### src/hdl/dsef_regs.svh
// Register offsets, field positions and constants of the security command block
`ifndef DSEF_REGS_SVH
`define DSEF_REGS_SVH
`define DSEF_OFF_CMD      8'h00
`define DSEF_OFF_DATA     8'h04
`define DSEF_OFF_ERR      8'h08
`define DSEF_OFF_STAT     8'h0C
`define DSEF_OFF_IRQSTAT  8'h10
`define DSEF_OFF_IRQMASK  8'h14
`define DSEF_OFF_CTRL     8'h18
`define DSEF_OFF_USERPW   8'h1C
`define DSEF_OFF_MASTPW   8'h20
`define DSEF_OFF_MAXLBA   8'h24
`define DSEF_OFF_ERATIME  8'h28
`define DSEF_OFF_SECSTAT  8'h2C
`define DSEF_OP_SETPW     8'hF1
`define DSEF_OP_UNLOCK    8'hF2
`define DSEF_OP_PREP      8'hF3
`define DSEF_OP_ERASE     8'hF4
`define DSEF_OP_FREEZE    8'hF5
`define DSEF_OP_DISPW     8'hF6
`define DSEF_ERR_ABT      2
`define DSEF_ST_BSY       7
`define DSEF_ST_RDY       6
`define DSEF_ST_DF        5
`define DSEF_ST_DSC       4
`define DSEF_ST_DRQ       3
`define DSEF_ST_ERR       0
`define DSEF_W0_ID        0
`define DSEF_W0_MODE      1
`define DSEF_PW_WORDS     16
`define DSEF_SECT_WORDS   256
`define DSEF_PW_FIRST     9'h001
`define DSEF_PW_LAST      9'h010
`define DSEF_IRQ_DONE     0
`define DSEF_IRQ_ABORT    1
`define DSEF_IRQ_DRQ      2
`define DSEF_MAXLBA_RST   32'h0000FFFF
`define DSEF_ERATIME_RST  16'h0001
`endif

### src/hdl/dsef_pkg.sv
// Types of the security erase and freeze command block
package dsef_pkg;
  typedef enum logic [2:0] {
    DSEF_IDLE,
    DSEF_XFER,
    DSEF_CHECK,
    DSEF_ERASE,
    DSEF_DONE
  } dsef_state_t;
endpackage

### src/hdl/dsef_security_cmd.sv
// Security erase-unit and freeze-lock command logic with AHB-Lite registers
//
// Functional notes
// - Opcode F4h starts erase-unit
// - Erase all sectors, then disable lock
// - Erase LBA 0 to native max
// - Host sends exactly one parameter sector
// - Security disabled with user id aborts
// - Password mismatch aborts the erase
// - Word0 bit0 identifier, bit1 mode; password follows
// - Identifier selects user or master password
// - Write zeros, no read-back verify
// - Defect and reassign lists untouched
// - Erase needs prepare immediately before
// - Master password kept after erase
// - Lock disabled with master id: skip compare, just erase
// - Erase time reported as identify word 89
// - Opcode F5h freezes immediately
// - Frozen rejects security-changing commands
// - Frozen clears only at power removal
// - Prepare has no data transfer
`timescale 1ns/10ps
`include "dsef_regs.svh"
module dsef_security_cmd (
  // Clock and reset
  input  wire logic        core_clk,
  input  wire logic        rst,
  input  wire logic        powerOnRst,
  // AHB-Lite slave
  input  wire logic        hsel,
  input  wire logic [31:0] haddr,
  input  wire logic [1:0]  htrans,
  input  wire logic        hwrite,
  input  wire logic [2:0]  hsize,
  input  wire logic        hready,
  input  wire logic [31:0] hwdata,
  output logic      [31:0] hrdata,
  output logic             hreadyout,
  output logic             hresp,
  // Media write engine
  output logic             mediaWrite,
  output logic      [31:0] mediaLba,
  input  wire logic        mediaDone,
  // Interrupt
  output logic             irq
);
  logic [31:0] userPw [`DSEF_PW_WORDS];
  logic [31:0] mastPw [`DSEF_PW_WORDS];
  logic [31:0] rxPw   [`DSEF_PW_WORDS];
  logic [7:0]  errReg;
  logic [7:0]  statReg;
  logic [2:0]  irqStat;
  logic [2:0]  irqMask;
  logic        lockEnabled;
  logic        frozen;
  logic        prepArmed;
  logic        idUseMaster;
  logic [31:0] nativeMaxLba;
  logic [15:0] eraseTime;
  logic [8:0]  wordCnt;
  logic [4:0]  pwWr;
  logic        pwSelMaster;
  logic        dphWrite;
  logic [7:0]  dphAddr;
  logic        mediaSync1;
  logic        mediaSync2;
  logic        mediaSyncOld;
  dsef_pkg::dsef_state_t state;
  dsef_pkg::dsef_state_t next_state;

  function automatic logic [7:0] abortFlags(input logic dummy);
    abortFlags = 8'h00;
    abortFlags[`DSEF_ERR_ABT] = ~dummy | dummy;
  endfunction

  // Write strobe of one register in its data phase
  function automatic logic wrHit(input logic w, input logic [7:0] a,
                                 input logic [7:0] off);
    wrHit = w & (a == off);
  endfunction

  // Address phase capture; every access completes with no wait state
  wire addrValid = hsel & hready & htrans[1];
  wire wrCmd     = wrHit(dphWrite, dphAddr, `DSEF_OFF_CMD);
  wire wrData    = wrHit(dphWrite, dphAddr, `DSEF_OFF_DATA);
  wire wrIrqClr  = wrHit(dphWrite, dphAddr, `DSEF_OFF_IRQSTAT);
  wire wrIrqMask = wrHit(dphWrite, dphAddr, `DSEF_OFF_IRQMASK);
  wire wrCtrl    = wrHit(dphWrite, dphAddr, `DSEF_OFF_CTRL);
  wire wrUserPw  = wrHit(dphWrite, dphAddr, `DSEF_OFF_USERPW);
  wire wrMastPw  = wrHit(dphWrite, dphAddr, `DSEF_OFF_MASTPW);
  wire wrMaxLba  = wrHit(dphWrite, dphAddr, `DSEF_OFF_MAXLBA);
  wire wrEraTime = wrHit(dphWrite, dphAddr, `DSEF_OFF_ERATIME);
  wire [7:0] opcode = hwdata[7:0];
  wire idle      = (state == dsef_pkg::DSEF_IDLE);
  wire cmdErase  = wrCmd & idle & (opcode == `DSEF_OP_ERASE);
  wire cmdFreeze = wrCmd & idle & (opcode == `DSEF_OP_FREEZE);
  wire cmdPrep   = wrCmd & idle & (opcode == `DSEF_OP_PREP);
  wire cmdGuard  = (opcode == `DSEF_OP_SETPW) | (opcode == `DSEF_OP_UNLOCK)
                 | (opcode == `DSEF_OP_DISPW) | (opcode == `DSEF_OP_ERASE);
  wire frozenRej = wrCmd & idle & frozen & cmdGuard;
  // Erase without a prepare just before it is refused
  wire noPrepRej = cmdErase & ~frozen & ~prepArmed;
  wire otherCmd  = wrCmd & idle & ~cmdErase & ~cmdFreeze & ~cmdPrep
                 & ~frozenRej;
  wire xferWord  = (state == dsef_pkg::DSEF_XFER) & wrData;
  wire xferLast  = xferWord & (wordCnt == 9'(`DSEF_SECT_WORDS - 1));
  // Compare selected password word by word; all 64 bytes matter
  logic pwMatch;
  always_comb begin
    pwMatch = 1'b1;
    for (int i = 0; i < `DSEF_PW_WORDS; i++) begin
      if (rxPw[i] != (idUseMaster ? mastPw[i] : userPw[i])) begin
        pwMatch = 1'b0;
      end
    end
  end
  wire userIdOff = ~lockEnabled & ~idUseMaster;
  wire chkAbort  = userIdOff | (lockEnabled & ~pwMatch);
  wire chkAbortV = (state == dsef_pkg::DSEF_CHECK) & chkAbort;
  wire mediaEdge = mediaSync2 & ~mediaSyncOld;
  wire eraseLast = mediaEdge & (mediaLba == nativeMaxLba);
  wire doneEv    = (state == dsef_pkg::DSEF_ERASE) & eraseLast;
  wire eraseStep = mediaEdge & (state == dsef_pkg::DSEF_ERASE) & ~eraseLast;
  wire abortEv   = frozenRej | noPrepRej | chkAbortV;
  // Freeze, and prepare when not frozen, complete at once and count as done
  wire evDrq     = cmdErase & ~abortEv;
  wire evDone    = doneEv | cmdFreeze | (cmdPrep & ~frozen);
  wire [2:0] irqEvents = (3'(evDone) << `DSEF_IRQ_DONE)
                       | (3'(abortEv) << `DSEF_IRQ_ABORT)
                       | (3'(evDrq) << `DSEF_IRQ_DRQ);
  // Status images; ready and seek-complete are set in every image but busy
  wire [7:0] statIdle  = 8'(1 << `DSEF_ST_RDY) | 8'(1 << `DSEF_ST_DSC);
  wire [7:0] statDrq   = statIdle | 8'(1 << `DSEF_ST_DRQ);
  wire [7:0] statBusy  = 8'(1 << `DSEF_ST_BSY);
  wire [7:0] statAbort = statIdle | 8'(1 << `DSEF_ST_ERR);

  // Commands that arrive outside idle are ignored, not queued
  always_comb begin
    next_state = state;
    unique case (state)
      dsef_pkg::DSEF_IDLE:
        if (cmdErase & ~frozen & prepArmed) next_state = dsef_pkg::DSEF_XFER;
      dsef_pkg::DSEF_XFER:
        if (xferLast) next_state = dsef_pkg::DSEF_CHECK;
      dsef_pkg::DSEF_CHECK:
        next_state = chkAbort ? dsef_pkg::DSEF_DONE : dsef_pkg::DSEF_ERASE;
      dsef_pkg::DSEF_ERASE:
        if (eraseLast) next_state = dsef_pkg::DSEF_DONE;
      dsef_pkg::DSEF_DONE:
        next_state = dsef_pkg::DSEF_IDLE;
    endcase
  end

  // A write lands one cycle after its address phase
  always_ff @(posedge core_clk) begin
    if (rst) begin
      dphWrite <= 1'b0;
      dphAddr  <= 8'h00;
    end else begin
      dphWrite <= addrValid & hwrite;
      dphAddr  <= haddr[7:0];
    end
  end

  // Frozen clears only on power-on reset, not the ordinary reset
  always_ff @(posedge core_clk) begin
    if (powerOnRst) begin
      frozen <= 1'b0;
    end else if (cmdFreeze) begin
      frozen <= 1'b1;
    end
  end

  // Only the ordinary reset returns the sequencer to idle
  always_ff @(posedge core_clk) begin
    if (rst) begin
      state <= dsef_pkg::DSEF_IDLE;
    end else begin
      state <= next_state;
    end
  end

  // Prepare carries no data: it only arms the next command
  always_ff @(posedge core_clk) begin
    if (rst) begin
      prepArmed <= 1'b0;
    end else if (wrCmd & idle) begin
      prepArmed <= cmdPrep & ~frozen;
    end
  end

  // Word 0 holds the identifier, words 1 to 16 the password
  always_ff @(posedge core_clk) begin
    if (rst) begin
      wordCnt     <= 9'h000;
      idUseMaster <= 1'b0;
    end else if (cmdErase) begin
      wordCnt <= 9'h000;
    end else if (xferWord) begin
      wordCnt <= wordCnt + 9'h001;
      if (wordCnt == 9'h000) begin
        // Enhanced mode bit is ignored: normal erase only
        idUseMaster <= hwdata[`DSEF_W0_ID];
      end
    end
  end

  // One capture register per password word
  generate
    for (genvar g = 0; g < `DSEF_PW_WORDS; g++) begin : gPw
      always_ff @(posedge core_clk) begin
        if (rst) begin
          rxPw[g] <= 32'h00000000;
        end else if (xferWord & (wordCnt == 9'(g + 1))) begin
          rxPw[g] <= hwdata;
        end
      end
    end
  endgenerate

  // Stored passwords: master is never cleared by erase
  always_ff @(posedge core_clk) begin
    if (rst) begin
      pwWr <= 5'h00;
      pwSelMaster <= 1'b0;
    end else if (wrUserPw | wrMastPw) begin
      pwWr <= (pwSelMaster == wrMastPw) ? pwWr + 5'h01 : 5'h01;
      pwSelMaster <= wrMastPw;
    end
  end

  // Writing the other window restarts at word 0
  always_ff @(posedge core_clk) begin
    if (wrUserPw) begin
      userPw[(pwSelMaster == 1'b0) ? pwWr[3:0] : 4'h0] <= hwdata;
    end
    if (wrMastPw) begin
      mastPw[(pwSelMaster == 1'b1) ? pwWr[3:0] : 4'h0] <= hwdata;
    end
  end

  // Lock enable is loaded by software; set-password lies outside here
  always_ff @(posedge core_clk) begin
    if (rst) begin
      lockEnabled  <= 1'b0;
      nativeMaxLba <= `DSEF_MAXLBA_RST;
      eraseTime    <= `DSEF_ERATIME_RST;
    end else begin
      if (doneEv) begin
        lockEnabled <= 1'b0;
      end else if (wrCtrl) begin
        lockEnabled <= hwdata[0];
      end
      if (wrMaxLba) nativeMaxLba <= hwdata;
      if (wrEraTime) eraseTime <= hwdata[15:0];
    end
  end

  // Media engine handshake; done may come from another domain
  always_ff @(posedge core_clk) begin
    if (rst) begin
      mediaSync1   <= 1'b0;
      mediaSync2   <= 1'b0;
      mediaSyncOld <= 1'b0;
      mediaWrite   <= 1'b0;
      mediaLba     <= 32'h00000000;
    end else begin
      mediaSync1   <= mediaDone;
      mediaSync2   <= mediaSync1;
      mediaSyncOld <= mediaSync2;
      // Zero-fill writes only, no read-back; defect lists untouched
      mediaWrite <= (next_state == dsef_pkg::DSEF_ERASE);
      if (state == dsef_pkg::DSEF_CHECK) begin
        mediaLba <= 32'h00000000;
      end else if (eraseStep) begin
        mediaLba <= mediaLba + 32'h00000001;
      end
    end
  end

  // Abort outranks every other status update
  always_ff @(posedge core_clk) begin
    if (rst) begin
      errReg  <= 8'h00;
      statReg <= statIdle;
    end else if (abortEv) begin
      errReg  <= abortFlags(1'b0);
      statReg <= statAbort;
    end else if (cmdErase | cmdPrep | cmdFreeze | otherCmd) begin
      errReg  <= 8'h00;
      statReg <= cmdErase ? statDrq : statIdle;
    end else if (xferLast) begin
      statReg <= statBusy;
    end else if (doneEv) begin
      statReg <= statIdle;
    end
  end

  // A new event wins over a clear of the same bit
  always_ff @(posedge core_clk) begin
    if (rst) begin
      irqStat <= 3'h0;
      irqMask <= 3'h0;
      irq     <= 1'b0;
    end else begin
      irqStat <= (irqStat & ~(wrIrqClr ? hwdata[2:0] : 3'h0)) | irqEvents;
      if (wrIrqMask) irqMask <= hwdata[2:0];
      irq <= |(irqStat & irqMask);
    end
  end

  // Read data is fetched in the address phase to stand in the data phase;
  // a read right behind a write to the same register returns the old value
  function automatic logic [31:0] readWord(input logic [7:0] a);
    unique case (a)
      `DSEF_OFF_ERR:     readWord = {24'h000000, errReg};
      `DSEF_OFF_STAT:    readWord = {24'h000000, statReg};
      `DSEF_OFF_IRQSTAT: readWord = {29'h00000000, irqStat};
      `DSEF_OFF_IRQMASK: readWord = {29'h00000000, irqMask};
      `DSEF_OFF_CTRL:    readWord = {31'h00000000, lockEnabled};
      `DSEF_OFF_MAXLBA:  readWord = nativeMaxLba;
      `DSEF_OFF_ERATIME: readWord = {16'h0000, eraseTime};
      `DSEF_OFF_SECSTAT: readWord = {29'h00000000, prepArmed, frozen,
                                     lockEnabled};
      default:           readWord = 32'h00000000;
    endcase
  endfunction

  // Zero wait states and an OKAY response on every transfer
  always_ff @(posedge core_clk) begin
    if (rst) begin
      hrdata    <= 32'h00000000;
      hreadyout <= 1'b1;
      hresp     <= 1'b0;
    end else begin
      hrdata    <= (addrValid & ~hwrite) ? readWord(haddr[7:0]) : hrdata;
      hreadyout <= 1'b1;
      hresp     <= 1'b0;
    end
  end
endmodule

### config.mk
export PLATFORM = sky130hd
export DESIGN_NAME = dsef_security_cmd
export DESIGN_NICKNAME = d
export VERILOG_FILES = /design/src/hdl/dsef_pkg.sv /design/src/hdl/dsef_security_cmd.sv
export VERILOG_INCLUDE_DIRS = /design/src /design/src/hdl
export SDC_FILE = /design/constraint.sdc
export NUM_CORES = 2
export LEC_CHECK = 0
export BUFFER_PORTS_ARGS = -buffer_cell sky130_fd_sc_hd__clkbuf_2
export CORE_MARGIN = 2
export CORE_UTILIZATION = 30
export DETAILED_ROUTE_END_ITERATION = 8
export GPL_ROUTABILITY_DRIVEN = 0
export SLEW_MARGIN = 5
export SYNTH_ARGS = -nofsm -noshare
export SYNTH_HDL_FRONTEND = slang
export SYNTH_SLANG_ARGS = --single-unit
### constraint.sdc
create_clock -name core_clk -period 6.12 [get_ports core_clk]
set_input_delay 0.918 -clock core_clk [delete_from_list [all_inputs] [get_ports core_clk]]
set_output_delay 0.918 -clock core_clk [all_outputs]
set_load 0.05 [all_outputs]
==> run metrics <==
largest net degree at the start of global routing around 120; core area approximately 230000 um2; Final WS setup around 1000 ps; RSZ-0062 raised after global routing no; most frequent cells in the layout 1536 x edfxtp_1, 537 x mux2i_1, 515 x and2_1; Slew @ Worst Pin ~1500 ps; Die Area 231100 um2; grt total ovfl 0; Setup WS pre-CTS ~1100 ps; std cell rows between 150 and 200; footprint of the multi-input gates 18220 um2; Setup violations, final 0; total CTS buffers ~180; Initial Utilization 0.3025; TritonRoute pass-1 iters 6; most common cell after layout, fill and taps aside edfxtp_1; Async S/R FF share, synth 0; CTS Hold Bufs 0; WS Path Type reg2reg; Max FO, Critical Path 27; Post-Syn Area slightly below 70000 um2; DP HPWL 128600 um; net load switching power 5.155 mW; Power Dens Cells 304.6 nW/um2; IO buf count between 100 and 150; Flop pwr share 0.534; max-cap violations 0; setup TNS 0 ps; die width between 400 and 500 um; VDD IR max around 0.32 mV; clk buf depth 3; Clock Sinks around 1.7k; Static Leak 24.86 nW; number of enable flip-flop cells after synthesis 1536; sequential area share after synthesis 0.7230; antenna violations before repair 23; post-CTS setup buffers 0; root buf cell clkbuf_16; number of I/O pins ~140; Vias/cell 5.193; final core utilization 0.3491; top cell type by total area after synthesis edfxtp_1; register bit total from synthesis between 1.5k and 2k; nets around 4.7k; Slew headroom 0.03102; CP startpoint kind register; post_cts resized 0; fin. max-slew vios 0; skew final around 53 ps; Synth top area share 0.6766; first-pass GRT wire length 306300 um; ratio of cells with drive above 1 in the final layout 0.1208; Hold Crit Class in2reg; worst hold slack about 280 ps; fin crit share 0.8311; P&R area growth vs syn 15.41%; Area contributors post-synth edfxtp_1 68%, mux2i_1 7.9%, and2_1 4.7%; vias around 40k; Logic pwr share 0.028; main flop type after synthesis edfxtp_1; worst-skew pair later-pin latency around 830 ps; number of distinct library cells after synthesis 62; overall power between 20 and 25 mW; warnings from Yosys 0; CTS clock-pin slew for the worst setup and hold paths roughly 60 ps; worst path arrival time 5730 ps; drc violations 0; critical path data required time roughly 6800 ps; number of global-route vias before repair a little under 40k; final WL 223900 um; first-iteration detailed-routing DRC count between 5k and 6k; sw frac 0.2151; Synth Net Count 4413; status complete, no violations; CTS tree built; routed length per instance around 29 um; GRT Util Overall 0.1892; Tmin final 5086 ps; Worst setup EP type register; H-tree levels 4; Synth Area per Inst 15.74 um2; Seq. cell area 49290 um2; post-route antenna net violation count 0; Clock Power Share 0.438; Max Freq around 200 MHz; internal power 18.81 mW; Syn Inst Count roughly 4.3k; Die Y-Extent 480.7 um; endpoints failing hold 0; filler instances between 20k and 25k
## worst max-delay path: stages (launching register included)
cell and delay, ps:
dfxtp_4 860, buf_12 280, buf_4 300, mux2i_1 290, a2bb2oi_1 770, nand4_1 150, or4_1 530, nor4_1 510
nand4_1 510, nor4_1 420, nand3b_1 150, a21oi_1 70
## registers in the layout (all words and copies together), names as in the netlist, 3 cells and up
signal        flops
eraseTime        16
statReg           4
dphAddr           8
irqMask           3
rxPw            512
pwWr              4
hrdata           32
irqStat           3
userPw          512
nativeMaxLba     32
state             3
mastPw          512
wordCnt           9
mediaLba         32
## metal layers
layer	routed length [um]	part of all wire	up-vias	GRT usage
li1	-	-	16730	-
met1	89780	0.40	20370	0.2593
met2	99220	0.44	2459	0.2889
met3	25540	0.11	432	0.04410
met4	9303	0.042	6	0.07496
met5	40	0.00018	-	0
## power by group through the flow
stage	sequential (mW)	clock (mW)	combinational [mW]
2_1_floorplan	13.0	0	0.210
3_3_place_gp	13.0	0	0.647
3_5_place_dp	13.0	0	0.659
4_1_cts	12.8	10.6	0.661
5_1_grt	12.8	11.0	0.682
6_report	12.8	10.5	0.671
## Yosys cell counts (all sizes together) (14+ instances only)
cell and n:
xnor2 268, nor4 104, nand3b 21, o21ai 26, nor2b 18, nand4 58, xor2 117, clkbuf 134
o2bb2ai 59, a21oi 70, o22ai 47, nor2 156, dfxtp 158, a221oi 20, a22o 14, and2 516
nand3 50, buf 65, a22oi 39, edfxtp 1536, nand2 141, inv 16, nor3 30, a211oi 16
mux2i 537
## through the flow
stage	instance area (um2)	instances
2_1_floorplan	68170	4330
3_3_place_gp	73070	7382
3_5_place_dp	73070	7382
4_1_cts	78650	7695
5_1_grt	78650	7695
6_report	78670	7702
## path summary, 6_finish.rpt
path / slack [ps] / startpoint / cells past startpoint / to
setup / recovery: 1030 / idUseMaster / 11 / state[2]
hold / removal: 280 / powerOnRst / 2 / frozen
setup reg to reg: 1030 / idUseMaster / 11 / state[2]
hold reg to reg: 460 / hrdata[18] / 2 / hrdata[18]
## final cells by class
cell class,instances,area share
clock buffers,230,0.05967
clock inverters,83,0.01123
flip-flops and latches,1694,0.6266
multi-input cells,2421,0.2315
inverters,16,0.0007634
well taps,2992,0.04759
diodes,7,0.0002227
repair buffers,259,0.02243
## cells by family (layout without fill, tap and decap cells)
family | Yosys count | count (layout) | share of synthesized area
compound gates | 337 | 337 | 0.03502
xor+xnor | 385 | 385 | 0.04947
fa+ha+maj | 7 | 7 | 0.001285
buf+inv | 215 | 588 | 0.01713
flops | 1694 | 1694 | 0.7230
mux | 537 | 537 | 0.07885
other cells | 2 | 9 | 0.0001102
simple gates | 1153 | 1153 | 0.09510
No activity file was read; power rests on OpenSTA's default activity.
